**src/common/call_clear_pkg.sv**
```systemverilog
// shared types and constants for the call / clear / watchdog execution slice
// assumes a 14-bit program counter and byte-wide data memory
package call_clear_pkg;
	localparam int PC_W   = 14;
	localparam int ADDR_W = 10;
	localparam int DATA_W = 8;
	localparam int BIT_W  = 3;
	localparam logic [PC_W-1:0]   PC_STEP    = 14'h0001;
	localparam logic [PC_W-1:0]   PC_RESET   = 14'h0000;
	localparam logic [DATA_W-1:0] BYTE_ZERO  = 8'h00;
	localparam logic [DATA_W-1:0] BIT_ONE    = 8'h01;
	localparam logic [ADDR_W-1:0] ADDR_ZERO  = 10'h000;

	typedef enum logic [2:0] {
		OP_NONE       = 3'b000,
		OP_CALL       = 3'b001,
		OP_ZERO_BYTE  = 3'b010,
		OP_ZERO_BIT   = 3'b011,
		OP_WDT_RESET  = 3'b100,
		OP_WDT_FIRST  = 3'b101,
		OP_WDT_SECOND = 3'b110
	} op_t;

	typedef enum logic [1:0] {
		ST_IDLE   = 2'b00,
		ST_LOAD   = 2'b01
	} exec_state_t;

	typedef struct packed {
		op_t               op;
		logic [PC_W-1:0]   target;
		logic [ADDR_W-1:0] memAddr;
		logic [BIT_W-1:0]  bitSel;
	} instr_t;

	typedef struct packed {
		logic              we;
		logic [ADDR_W-1:0] addr;
		logic [DATA_W-1:0] data;
	} mem_wr_t;
endpackage

```
**src/hw/call_clear_exec.sv**
```systemverilog
// executes call, clear-byte, clear-bit and the three watchdog clear commands
// assumes decode presents one instruction per cycle with instrValid, and that
// decode stalls while busy is high; stack, memory and watchdog sit outside
//
// Operation
// RULE_01 - a call pushes the current address plus one, then loads the target into the PC.
// RULE_02 - a call occupies two instruction cycles, the second loading the new address.
// RULE_03 - clear-byte writes zero to the whole addressed byte and leaves status flags alone.
// RULE_04 - clear-bit zeroes only the selected bit, keeping other bits and the flags.
// RULE_05 - the watchdog reset command clears the counter, timeout flag and power-down flag.
// RULE_06 - the first pre-clear acts only when it alternates with the second pre-clear.
// RULE_07 - the second pre-clear acts only when it alternates with the first pre-clear.
// RULE_08 - a one-bit record remembers which pre-clear executed last.
`timescale 1ns/1ps
module call_clear_exec (
	input  wire logic                        sys_clk,
	input  wire logic                        rst_b,
	input  wire logic                        instrValid,
	input  wire call_clear_pkg::instr_t      instr,
	input  wire logic [call_clear_pkg::DATA_W-1:0] memRdData,
	input  wire logic                        timeoutSet,
	input  wire logic                        powerdownSet,
	output logic                             busy,
	output logic [call_clear_pkg::PC_W-1:0]  pc,
	output logic                             stackPush,
	output logic [call_clear_pkg::PC_W-1:0]  stackData,
	output logic [call_clear_pkg::ADDR_W-1:0] memRdAddr,
	output call_clear_pkg::mem_wr_t          memWr,
	output logic                             watchdogClear,
	output logic                             timeout_flag,
	output logic                             powerdown_flag
);
	import call_clear_pkg::*;

	function automatic logic [DATA_W-1:0] bit_mask(input logic [BIT_W-1:0] sel);
		bit_mask = BIT_ONE << sel;
	endfunction

	exec_state_t       state;
	exec_state_t       next_state;
	logic [PC_W-1:0]   target;
	logic [PC_W-1:0]   next_target;
	logic [PC_W-1:0]   next_pc;
	logic              next_stackPush;
	logic [PC_W-1:0]   next_stackData;
	mem_wr_t           next_memWr;
	logic              next_watchdogClear;
	logic              next_timeout;
	logic              next_powerdown;
	logic              accept;
	logic              firstCmd;
	logic              secondCmd;
	logic              preclearHit;
	logic              wdtHit;

	assign busy      = (state == ST_LOAD);
	assign accept    = instrValid & ~busy;
	assign firstCmd  = accept & (instr.op == OP_WDT_FIRST);
	assign secondCmd = accept & (instr.op == OP_WDT_SECOND);
	// clear-bit reads the byte in the same cycle; memory read is combinational
	assign memRdAddr = accept ? instr.memAddr : ADDR_ZERO;

	preclear_tracker u_tracker (
		.sys_clk   (sys_clk),
		.rst_b     (rst_b),
		.firstCmd  (firstCmd),
		.secondCmd (secondCmd),
		.clearNow  (preclearHit)
	);

	// RULE_05 single-step watchdog clear
	assign wdtHit = (accept & (instr.op == OP_WDT_RESET)) | preclearHit;

	always_comb begin
		next_state         = state;
		next_target        = target;
		next_pc            = pc;
		next_stackPush     = 1'b0;
		next_stackData     = stackData;
		next_memWr         = '{we: 1'b0, addr: memWr.addr, data: memWr.data};
		next_watchdogClear = wdtHit;
		// an external set in the same cycle as a clear wins, so a real timeout
		// or power-down event is never lost to a clear command racing it
		next_timeout       = timeoutSet ? 1'b1 : (wdtHit ? 1'b0 : timeout_flag);
		next_powerdown     = powerdownSet ? 1'b1 : (wdtHit ? 1'b0 : powerdown_flag);
		unique case (state)
			ST_IDLE: begin
				if (accept) begin
					next_pc = pc + PC_STEP;
					unique case (instr.op)
						OP_CALL: begin
							// RULE_01 push return address
							next_stackPush = 1'b1;
							next_stackData = pc + PC_STEP;
							next_target    = instr.target;
							next_state     = ST_LOAD;
						end
						OP_ZERO_BYTE: begin
							// RULE_03 whole byte zero
							next_memWr = '{we: 1'b1, addr: instr.memAddr, data: BYTE_ZERO};
						end
						OP_ZERO_BIT: begin
							// RULE_04 single bit zero
							next_memWr = '{we: 1'b1, addr: instr.memAddr,
								data: memRdData & ~bit_mask(instr.bitSel)};
						end
						OP_NONE, OP_WDT_RESET, OP_WDT_FIRST, OP_WDT_SECOND: begin
						end
						default: begin
						end
					endcase
				end
			end
			ST_LOAD: begin
				// RULE_02 second cycle loads target
				next_pc    = target;
				next_state = ST_IDLE;
			end
			default: next_state = ST_IDLE;
		endcase
	end

	always_ff @(posedge sys_clk or negedge rst_b) begin
		if (!rst_b) begin
			state          <= ST_IDLE;
			target         <= PC_RESET;
			pc             <= PC_RESET;
			stackPush      <= 1'b0;
			stackData      <= PC_RESET;
			memWr          <= '0;
			watchdogClear  <= 1'b0;
			timeout_flag   <= 1'b0;
			powerdown_flag <= 1'b0;
		end else begin
			state          <= next_state;
			target         <= next_target;
			pc             <= next_pc;
			stackPush      <= next_stackPush;
			stackData      <= next_stackData;
			memWr          <= next_memWr;
			watchdogClear  <= next_watchdogClear;
			timeout_flag   <= next_timeout;
			powerdown_flag <= next_powerdown;
		end
	end
endmodule

```
**src/hw/preclear_tracker.sv**
```systemverilog
// records which pre-clear command executed last and flags a valid alternation
// assumes first/second pulses are one cycle and mutually exclusive
`timescale 1ns/1ps
module preclear_tracker (
	input  wire logic sys_clk,
	input  wire logic rst_b,
	input  wire logic firstCmd,
	input  wire logic secondCmd,
	output logic      clearNow
);
	import call_clear_pkg::*;

	// lastSecond high means the second pre-clear ran last; seen says any ran yet
	logic lastSecond;
	logic seen;
	logic next_lastSecond;
	logic next_seen;

	// RULE_08 one-bit last record
	always_comb begin
		next_lastSecond = lastSecond;
		next_seen       = seen;
		if (firstCmd) begin
			next_lastSecond = 1'b0;
			next_seen       = 1'b1;
		end else if (secondCmd) begin
			next_lastSecond = 1'b1;
			next_seen       = 1'b1;
		end
	end

	// RULE_06 RULE_07 alternation only
	// the very first pre-clear after reset has no partner, so it does nothing
	assign clearNow = seen & ((firstCmd & lastSecond) | (secondCmd & ~lastSecond));

	always_ff @(posedge sys_clk or negedge rst_b) begin
		if (!rst_b) begin
			lastSecond <= 1'b0;
			seen       <= 1'b0;
		end else begin
			lastSecond <= next_lastSecond;
			seen       <= next_seen;
		end
	end
endmodule
```
**config.mk**
```make
export PLATFORM = sky130hd
export DESIGN_NAME = call_clear_exec
export DESIGN_NICKNAME = d
export VERILOG_FILES = /design/src/common/call_clear_pkg.sv /design/src/hw/call_clear_exec.sv /design/src/hw/preclear_tracker.sv
export SDC_FILE = /design/constraint.sdc
export NUM_CORES = 1
export LEC_CHECK = 0
export BUFFER_PORTS_ARGS = -buffer_cell sky130_fd_sc_hd__buf_2
export CAP_MARGIN = 5
export CORE_MARGIN = 2
export CORE_UTILIZATION = 50
export DETAILED_ROUTE_END_ITERATION = 10
export PLACE_DENSITY = 0.87
export SLEW_MARGIN = 20
export SYNTH_ARGS = -nofsm -noshare
export SYNTH_HDL_FRONTEND = slang
export SYNTH_SLANG_ARGS = --single-unit
```
**constraint.sdc**
```tcl
create_clock -name sys_clk -period 1.95 [get_ports sys_clk]
set_clock_uncertainty 0.05 [all_clocks]
set_input_delay 0.39 -clock sys_clk [delete_from_list [all_inputs] [get_ports sys_clk]]
set_output_delay 0.39 -clock sys_clk [all_outputs]
set_load 0.05 [all_outputs]
```
; Word-level counts from Yosys, hierarchy flattened
; Index checks and enable logic that the tools add are counted.
[totals]
wordCells = 65
reg_bits = 69
in_bits = 43
[op_classes]
muxes = 18
n_shift = 1
reduce_logical = 10
addsub = 1
eq_ne = 9
bitwise_logic = 13
[op_table]
columns = operator, n
row1 = $mux 19, 2
row2 = $pmux 19 s2, 1
row3 = $pmux 14 s2, 1
row4 = $add 14x1->14 const B, 1
row5 = $mux 14, 1
row6 = $mux 10, 1
row7 = $reduce_bool 2->1, 5
row8 = $eq 3x3->1 const B, 3
row9 = $mux 1, 9
row10 = $and 8x8->8, 1
row11 = $not 8->8, 1
row12 = $shl 1x3->8 const A, 1
row13 = $and 1x1->1, 7
row14 = $eq 3x2->1 const B, 2
row15 = $mux 2, 3
row16 = $reduce_and 3->1, 2
row17 = $reduce_and 2->1, 2
row18 = $eq 3x1->1 const B, 1
row19 = $eq 2x1->1 const B, 1
row20 = $logic_not 2->1, 1
row21 = $ne 2x1->1 const B, 1
row22 = $ne 2x2->1 const B, 1
row23 = $not 1->1, 2
row24 = $or 1x1->1, 2

; Logic depth before layout (Yosys ltp)
; Gate-level depths: netlist of the first run.
[logic_depth]
depth_word = 10
mapped_depth = 7
mapped_depth_nobuf = 5

; Hierarchy
; Synthesis of the first run repeated with hierarchy kept, for this count alone.
[unflattened]
hier_cells = 279
area_unflattened_um2 = 3198.1
[by_module_without_submodules]
columns = mod, cells_per_inst, instances, area_each_um2, seq_area_each_um2
row1 = call_clear_exec, 272, 1, 3118.0, 1651.6
row2 = preclear_tracker, 7, 1, 80.1, 50.0

; Worst setup path after synthesis of the first run
; Ideal clock, no wire load.
[synth_timing]
path_kind = flip-flop to output port
start = reg state[0]
end = out memRdAddr[0] (netlist bit)
arrival_time_ps = 1536
setup_slack_ps = -26
n_path_buf = 1
required_ps = 1510
path_stages_with_launch = 4
cell_sequence = dfrtp_1 -> and2b_1 -> clkbuf_1 -> and2_1
[synth_via]
elab_chain_len = 4
[synth_rtl]
columns = item, line
row1 = start: declaration, call_clear_exec.sv:39  ; exec_state_t state;
row2 = start signal: assignment, call_clear_exec.sv:135  ; state <= next_state;
row3 = $eq 2x1->1, call_clear_exec.sv:56  ; assign busy = (state == ST_LOAD);
row4 = $not 1->1, call_clear_exec.sv:57  ; assign accept = instrValid & ~busy;
row5 = $and 1x1->1, call_clear_exec.sv:57
row6 = $mux 10, call_clear_exec.sv:61  ; assign memRdAddr = accept ? instr.memAddr : ADDR_ZERO;
row7 = end: declaration, call_clear_exec.sv:27  ; output logic [call_clear_pkg::ADDR_W-1:0] memRdAddr,
; Every way passes these cells.

; Worst setup path after layout of the first run
[layout_timing]
start = reg state[0]
end = out memRdAddr[3] (netlist bit)
; Same word-level chain as after synthesis.

==> results of run 1 <==
per-stage QoR:
stage                     hold WS (ns)  instances  util (%)
after floorplan                 0.0444        295         -
after global placement           0.384        465      60.8
after global routing            0.0487        482      63.9
after CTS                       0.0300        481      63.5
final                           0.0142        482      63.9
after detailed placement         0.385        465      60.8
worst max-delay path, stage by stage (launching register included):
cell      delay (ns)
dfrtp_1         0.40
and2b_4         0.33
and2_2          0.16
clkbuf_4        0.22
repair_timing:
action | CTS | global route
setup endpoints to repair | 10 | 9
gates resized for setup | 3 | 9
setup buffers | 0 | 1
hold buffers | 0 | 0
pin swaps | 0 | 0
metal layers:
layer	GRT usage, %	vias to the layer above
met5	0	-
met4	8.65	0
met3	5.34	12
met2	30.3	97
met1	25.8	1187
li1	-	1218
worst max path at each step:
stage	endpoint	slack (ns)	depth (start not counted)
finish	memRdAddr[3]	0.06	3
global route	memRdAddr[6]	-0.005	3
CTS	memRdAddr[7]	0.003	3
detailed placement	memWr[17]	0.14	6
global placement	pc[12]	0.23	5
floorplan	stackData[1]	0.09	4
cell type report:
cell class | count | area share [%]
flip-flops and latches | 68 | 42.7
multi-input cells | 203 | 34.5
repair buffers | 112 | 15.8
clock buffers | 14 | 3.83
well taps | 77 | 2.41
inverters | 6 | 0.564
clock inverters | 2 | 0.251
sequential cells by signal, summed over array words and instances, names as in the netlist:
signal                cells
stackPush                 1
stackData                14
timeout_flag              1
powerdown_flag            1
u_tracker.seen            1
watchdogClear             1
u_tracker.lastSecond      1
memWr                    19
state                     1
pc                       14
target                   14
power by group:
group	switching [mW]	internal [mW]
clock network	0.485	0.495
logic	1.61	0.606
registers	0.324	1.76
Yosys cell counts (2+ instances only):
master,instances
o21ai_0,9
xor2_1,5
inv_1,6
nand2_1,53
mux2i_1,2
nor2_1,18
mux2_1,13
nand3b_1,4
clkbuf_1,5
nor4_1,3
nand4_1,2
buf_4,5
a32o_1,7
nor4_2,2
o21ai_1,7
nand3_1,6
nor4_4,2
a21o_1,2
and2_1,10
o21bai_1,2
mux2_2,2
a21oi_1,14
buf_2,6
nand2b_1,2
xnor2_1,20
dfrtp_1,68
or3b_2,2
nor3_2,6
logic make-up (layout without fill, tap and decap cells):
kind of cell             Yosys count  count (layout)  share of synthesized area, %
flip-flops                        68              68                          53.4
multiplexers                      17              17                          5.93
AND/OR/NAND/NOR                  117             117                          21.2
XOR/XNOR                          25              25                          6.87
adder cells (fa/ha/maj)            1               1                         0.393
AO/OA/AOI/OAI                     43              43                          8.32
buffers and inverters             24             134                          3.93
==> impl_metrics.py, run 1 <==
metrics = {
    "global_route": {
        "grt_use_total_pct": 19.6,
        "overflow": 0,
        "grt_pass1_wl_um": 11000,
        "grt_max_degree": 69,
        "grt_pass1_vias": 2383,
        "antenna_found_initial": 0,
    },
    "clock_network": {
        "cts-root-buf": "clkbuf_8",
        "h-tree-depth": 3,
        "cts_inserted_buffers": 9,
        "cts.path.max_buffers": 2,
        "clkTransAtPathRegs_ns": 0.07,
        "cts_tree": "yes",
        "cts_num_sinks": 68,
        "clock_latency_ns": 0.33,
    },
    "final_layout": {
        "seq_area_um2": 1700,
        "n_fill_cell": 494,
        "layout_common_cells": "buf_2, dfrtp_1, nand2_1",
        "finish.net_count": 444,
        "final_common_cell": "buf_2",
        "diodes": 0,
        "area_delta_synth_final_pct": 25.2,
        "drive_gt1_share_pct": 37.8,
        "multiInputGateArea_um2": 1380,
        "design_area_um2": 3990,
    },
    "floorplanning": {
        "io_pins": 105,
        "start_util_pct": 51.1,
        "rows": 29,
        "dieHeight_um": 83.8,
        "dieArea_um2": 7030,
        "fp.dieW_um": 83.8,
        "core_um2": 6240,
    },
    "timing": {
        "finalSetupViolCount": 0,
        "hold_viol": 0,
        "fin_ws_ns": 0.0620,
        "tightest_slew_ns": 0.377,
        "max_slew_margin_pct": 74.6,
        "fmaxAchievable_mhz": 530,
        "period_minus_slack_ns": 1.89,
        "setup_tns_ns": 0,
        "slew_violations": 0,
        "finalCritPeriodShare_pct": 96.8,
    },
    "yosys": {
        "yosys.area.top_type_share_pct": 53.4,
        "synth_edf_count": 0,
        "async_reset_ff_share_pct": 100,
        "syn_area_per_cell_um2": 10.8,
        "ys_ff_latch": 68,
        "ys_seq_area_share_pct": 53.4,
        "ys.flop_type": "dfrtp_1",
        "syn-cell-area_um2": 3190,
        "synth_cell_types": 40,
        "syn_inst": 295,
        "yosysWarnings": 0,
        "synth_area_leaders": "dfrtp_1, nand2_1, xnor2_1",
        "synth_fp_nets": 339,
        "yosys.area.top_type": "dfrtp_1",
    },
    "worst_setup_path": {
        "rrSetupSlack_ns": 0.13,
        "end_kind": "primary output",
        "reg2reg_to": "pc[12]",
        "worstPathRequired_ns": 1.51,
        "path_class": "reg2out",
        "path_max_fanout": 12,
        "cp-start-kind": "register",
        "worstPathArrival_ns": 1.45,
        "r2r_cells": 5,
        "crit_path_start": "state[0]",
        "r2r_start": "pc[1]",
    },
    "detailed_routing": {
        "drtPass1Iterations": 4,
        "initialDrtViolationCount": 141,
        "m1WireLength_um": 2900,
        "vias_per_cell": 5.22,
        "ant_nets": 0,
        "wl_met3_um": 554,
        "drt_drc_violations_left": 0,
        "routed-wl-met2_um": 3070,
        "vias": 2514,
        "top_layer_used": "met4",
        "wl_um": 6650,
        "wire_per_inst_um": 13.8,
    },
    "run": {
        "drv_cap": 0,
    },
    "placed_design": {
        "routabilityCongestion": 0.831,
        "post_dp_cell_area_um2": 3790,
        "hpwlAfterDp_um": 4680,
        "io_buffers": 104,
        "dp_slack_ns": 0.137,
    },
    "run_status": {
        "run_status": "finished clean",
    },
    "power_and_ir_drop": {
        "powerDensity_nw_per_um2": 1320,
        "vdd_drop_max_uv": 970,
        "power_mw": 5.28,
        "power.leakage_nw": 1.87,
    },
    "min_path": {
        "hold_path_class": "in2async",
    },
}
(Power assumes the default switching activity.)
==> run 2: changes to the inputs <==
--- a/config.mk
+++ b/config.mk
@@ -7,8 +7,10 @@
 export LEC_CHECK = 0
 export BUFFER_PORTS_ARGS = -buffer_cell sky130_fd_sc_hd__buf_2
 export CAP_MARGIN = 5
+export CELL_PAD_IN_SITES_DETAIL_PLACEMENT = 1
+export CELL_PAD_IN_SITES_GLOBAL_PLACEMENT = 1
 export CORE_MARGIN = 2
-export CORE_UTILIZATION = 50
+export CORE_UTILIZATION = 38
 export DETAILED_ROUTE_END_ITERATION = 10
 export PLACE_DENSITY = 0.87
 export SLEW_MARGIN = 20
==> impl_metrics.py, run 2 (synthesized netlist as in run 1, its figures left out) <==
metrics = {
    "run_status": {
        "run_status": "finished clean",
    },
    "clock_network": {
        "hold_buffers": 0,
        "clkTransAtPathRegs_ns": 0.08,
        "h-tree-depth": 3,
        "cts_num_sinks": 68,
        "cts_tree": "yes",
        "cts.path.max_buffers": 2,
        "clock_latency_ns": 0.34,
        "cts_inserted_buffers": 9,
        "cts-root-buf": "clkbuf_8",
    },
    "floorplanning": {
        "rows": 33,
        "start_util_pct": 39.0,
        "dieArea_um2": 9130,
        "core_um2": 8180,
        "io_pins": 105,
        "fp.dieW_um": 95.6,
        "dieHeight_um": 95.6,
    },
    "worst_setup_path": {
        "worstPathArrival_ns": 1.44,
        "worstPathRequired_ns": 1.51,
        "critPathSlowestCell": "dfrtp_1",
        "rrSetupSlack_ns": 0.13,
        "path_max_fanout": 12,
        "path_class": "reg2out",
        "crit_family": "simple AND/OR/NAND/NOR gates",
        "slowest_delay_ns": 0.41,
        "crit_chain": "and2b_4 -> and2_2 -> buf_4",
        "end_kind": "primary output",
        "cp-start-kind": "register",
        "critPathBufInv": 1,
    },
    "final_layout": {
        "area_delta_synth_final_pct": 28.8,
        "seq_area_um2": 1700,
        "n_fill_cell": 946,
        "largest_reg_flops": 19,
        "stdcell_count": 513,
        "largest_register": "memWr",
        "drive_gt1_share_pct": 39.3,
        "final_common_cell": "buf_2",
        "layout_common_cells": "buf_2, dfrtp_1, nand2_1",
        "fin_util_pct": 50.2,
        "finish.net_count": 446,
        "multiInputGateArea_um2": 1380,
    },
    "power_and_ir_drop": {
        "power_mw": 5.63,
        "vdd_drop_max_uv": 427,
        "p_switching_mw": 2.53,
        "pwr-share-seq_pct": 36.9,
        "p_int_mw": 3.10,
        "p_sw_share_pct": 44.9,
        "powerDensity_nw_per_um2": 1370,
        "power_frac_comb_pct": 40.7,
        "pwr-share-clk_pct": 22.4,
        "power.leakage_nw": 1.90,
    },
    "detailed_routing": {
        "wire_per_inst_um": 15.7,
        "initialDrtViolationCount": 49,
        "vias_per_cell": 5.00,
        "vias": 2563,
        "drt_drc_violations_left": 0,
        "ant_nets": 0,
        "drtPass1Iterations": 4,
        "wl_um": 8080,
    },
    "timing": {
        "slew_violations": 0,
        "period_minus_slack_ns": 1.88,
        "fmaxAchievable_mhz": 531,
        "finalCritPeriodShare_pct": 96.6,
        "tightest_slew_ns": 0.408,
        "max_slew_margin_pct": 72.5,
        "hold_viol": 0,
        "finalSetupViolCount": 0,
    },
    "global_route": {
        "overflow": 0,
        "grt_pass1_vias": 2755,
        "antenna_found_initial": 2,
        "grt_use_total_pct": 19.0,
        "grt_pass1_wl_um": 13300,
        "grt_max_degree": 69,
    },
    "placed_design": {
        "hpwlAfterDp_um": 5860,
        "dp_cells": 495,
        "routabilityCongestion": 0.740,
        "io_buffers": 104,
    },
    "run": {
        "drv_cap": 0,
    },
    "min_path": {
        "hold_path_class": "in2async",
    },
}
-- run 2: changes by cell type in the layout (fill, tap and decap cells not counted), sizes merged --
cell	change
clkinvlp	+2
clkbuf	-13
bufinv	+2
diode	+1
buf	+11
-- run 2: worst reg2reg max path, cell delays in order, from the launching register on --
cell,delay (ns)
dfrtp_2,0.47
ha_1,0.32
inv_1,0.17
nor4_1,0.44
xnor2_1,0.17
a21oi_1,0.09
-- run 2: path summary, 6_finish.rpt --
path,start,endpoint,depth (start not counted)
max,state[0],memRdAddr[6],3
min,rst_b,stackPush,2
max reg2reg,pc[1],stackData[12],5
min reg2reg,target[0],pc[0],2
max in group asynchronous,rst_b,pc[1],2
min in group sys_clk,powerdownSet,powerdown_flag,2
-- run 2: power groups by stage --
| stage | sequential [mW] | combinational [mW] | clock, mW |
|---|---|---|---|
| floorplan | 3.01 | 0.754 | 0 |
| CTS | 2.08 | 2.31 | 1.31 |
| global placement | 2.08 | 2.23 | 0 |
| detailed placement | 2.10 | 2.29 | 0 |
| finish | 2.08 | 2.29 | 1.26 |
| global route | 2.13 | 2.46 | 1.36 |
-- run 2: cell type report --
cell class	instances	share of cell area, %
Tap cell	105	3.20
Clock buffer	10	3.11
Sequential cell	68	41.5
Clock inverter	6	2.16
Antenna cell	1	0.0610
Inverter	6	0.549
Multi-Input combinational cell	203	33.7
Timing Repair Buffer	114	15.7
-- run 2: metrics by stage --
| step | setup TNS, ns | hold WS, ns | area [µm²] | setup slack, ns |
|---|---|---|---|---|
| floorplan | 0 | 0.0444 | 3200 | 0.0856 |
| global placement | 0 | 0.388 | 3840 | 0.165 |
| detailed placement | 0 | 0.408 | 3840 | 0.0478 |
| CTS | 0 | 0.0318 | 4090 | 0.0181 |
| global route | -0.00134 | 0.0548 | 4110 | -0.00134 |
| finish | 0 | 0.0222 | 4110 | 0.0670 |
-- run 2: timing repair --
action                                 4_1_cts  5_1_grt
resized for setup                           12        2
setup endpoints to repair                   10       10
setup buffers                                0        1
endpoints found under the hold margin        0        0
-- run 2: routing by layer --
metal	global-route usage [%]	vias up	part of all wire, %
met1	22.9	1247	42
met4	6.07	2	0.80
met2	33.3	88	51
met5	0	-	0.20
li1	-	1217	-
met3	4.35	9	6.1
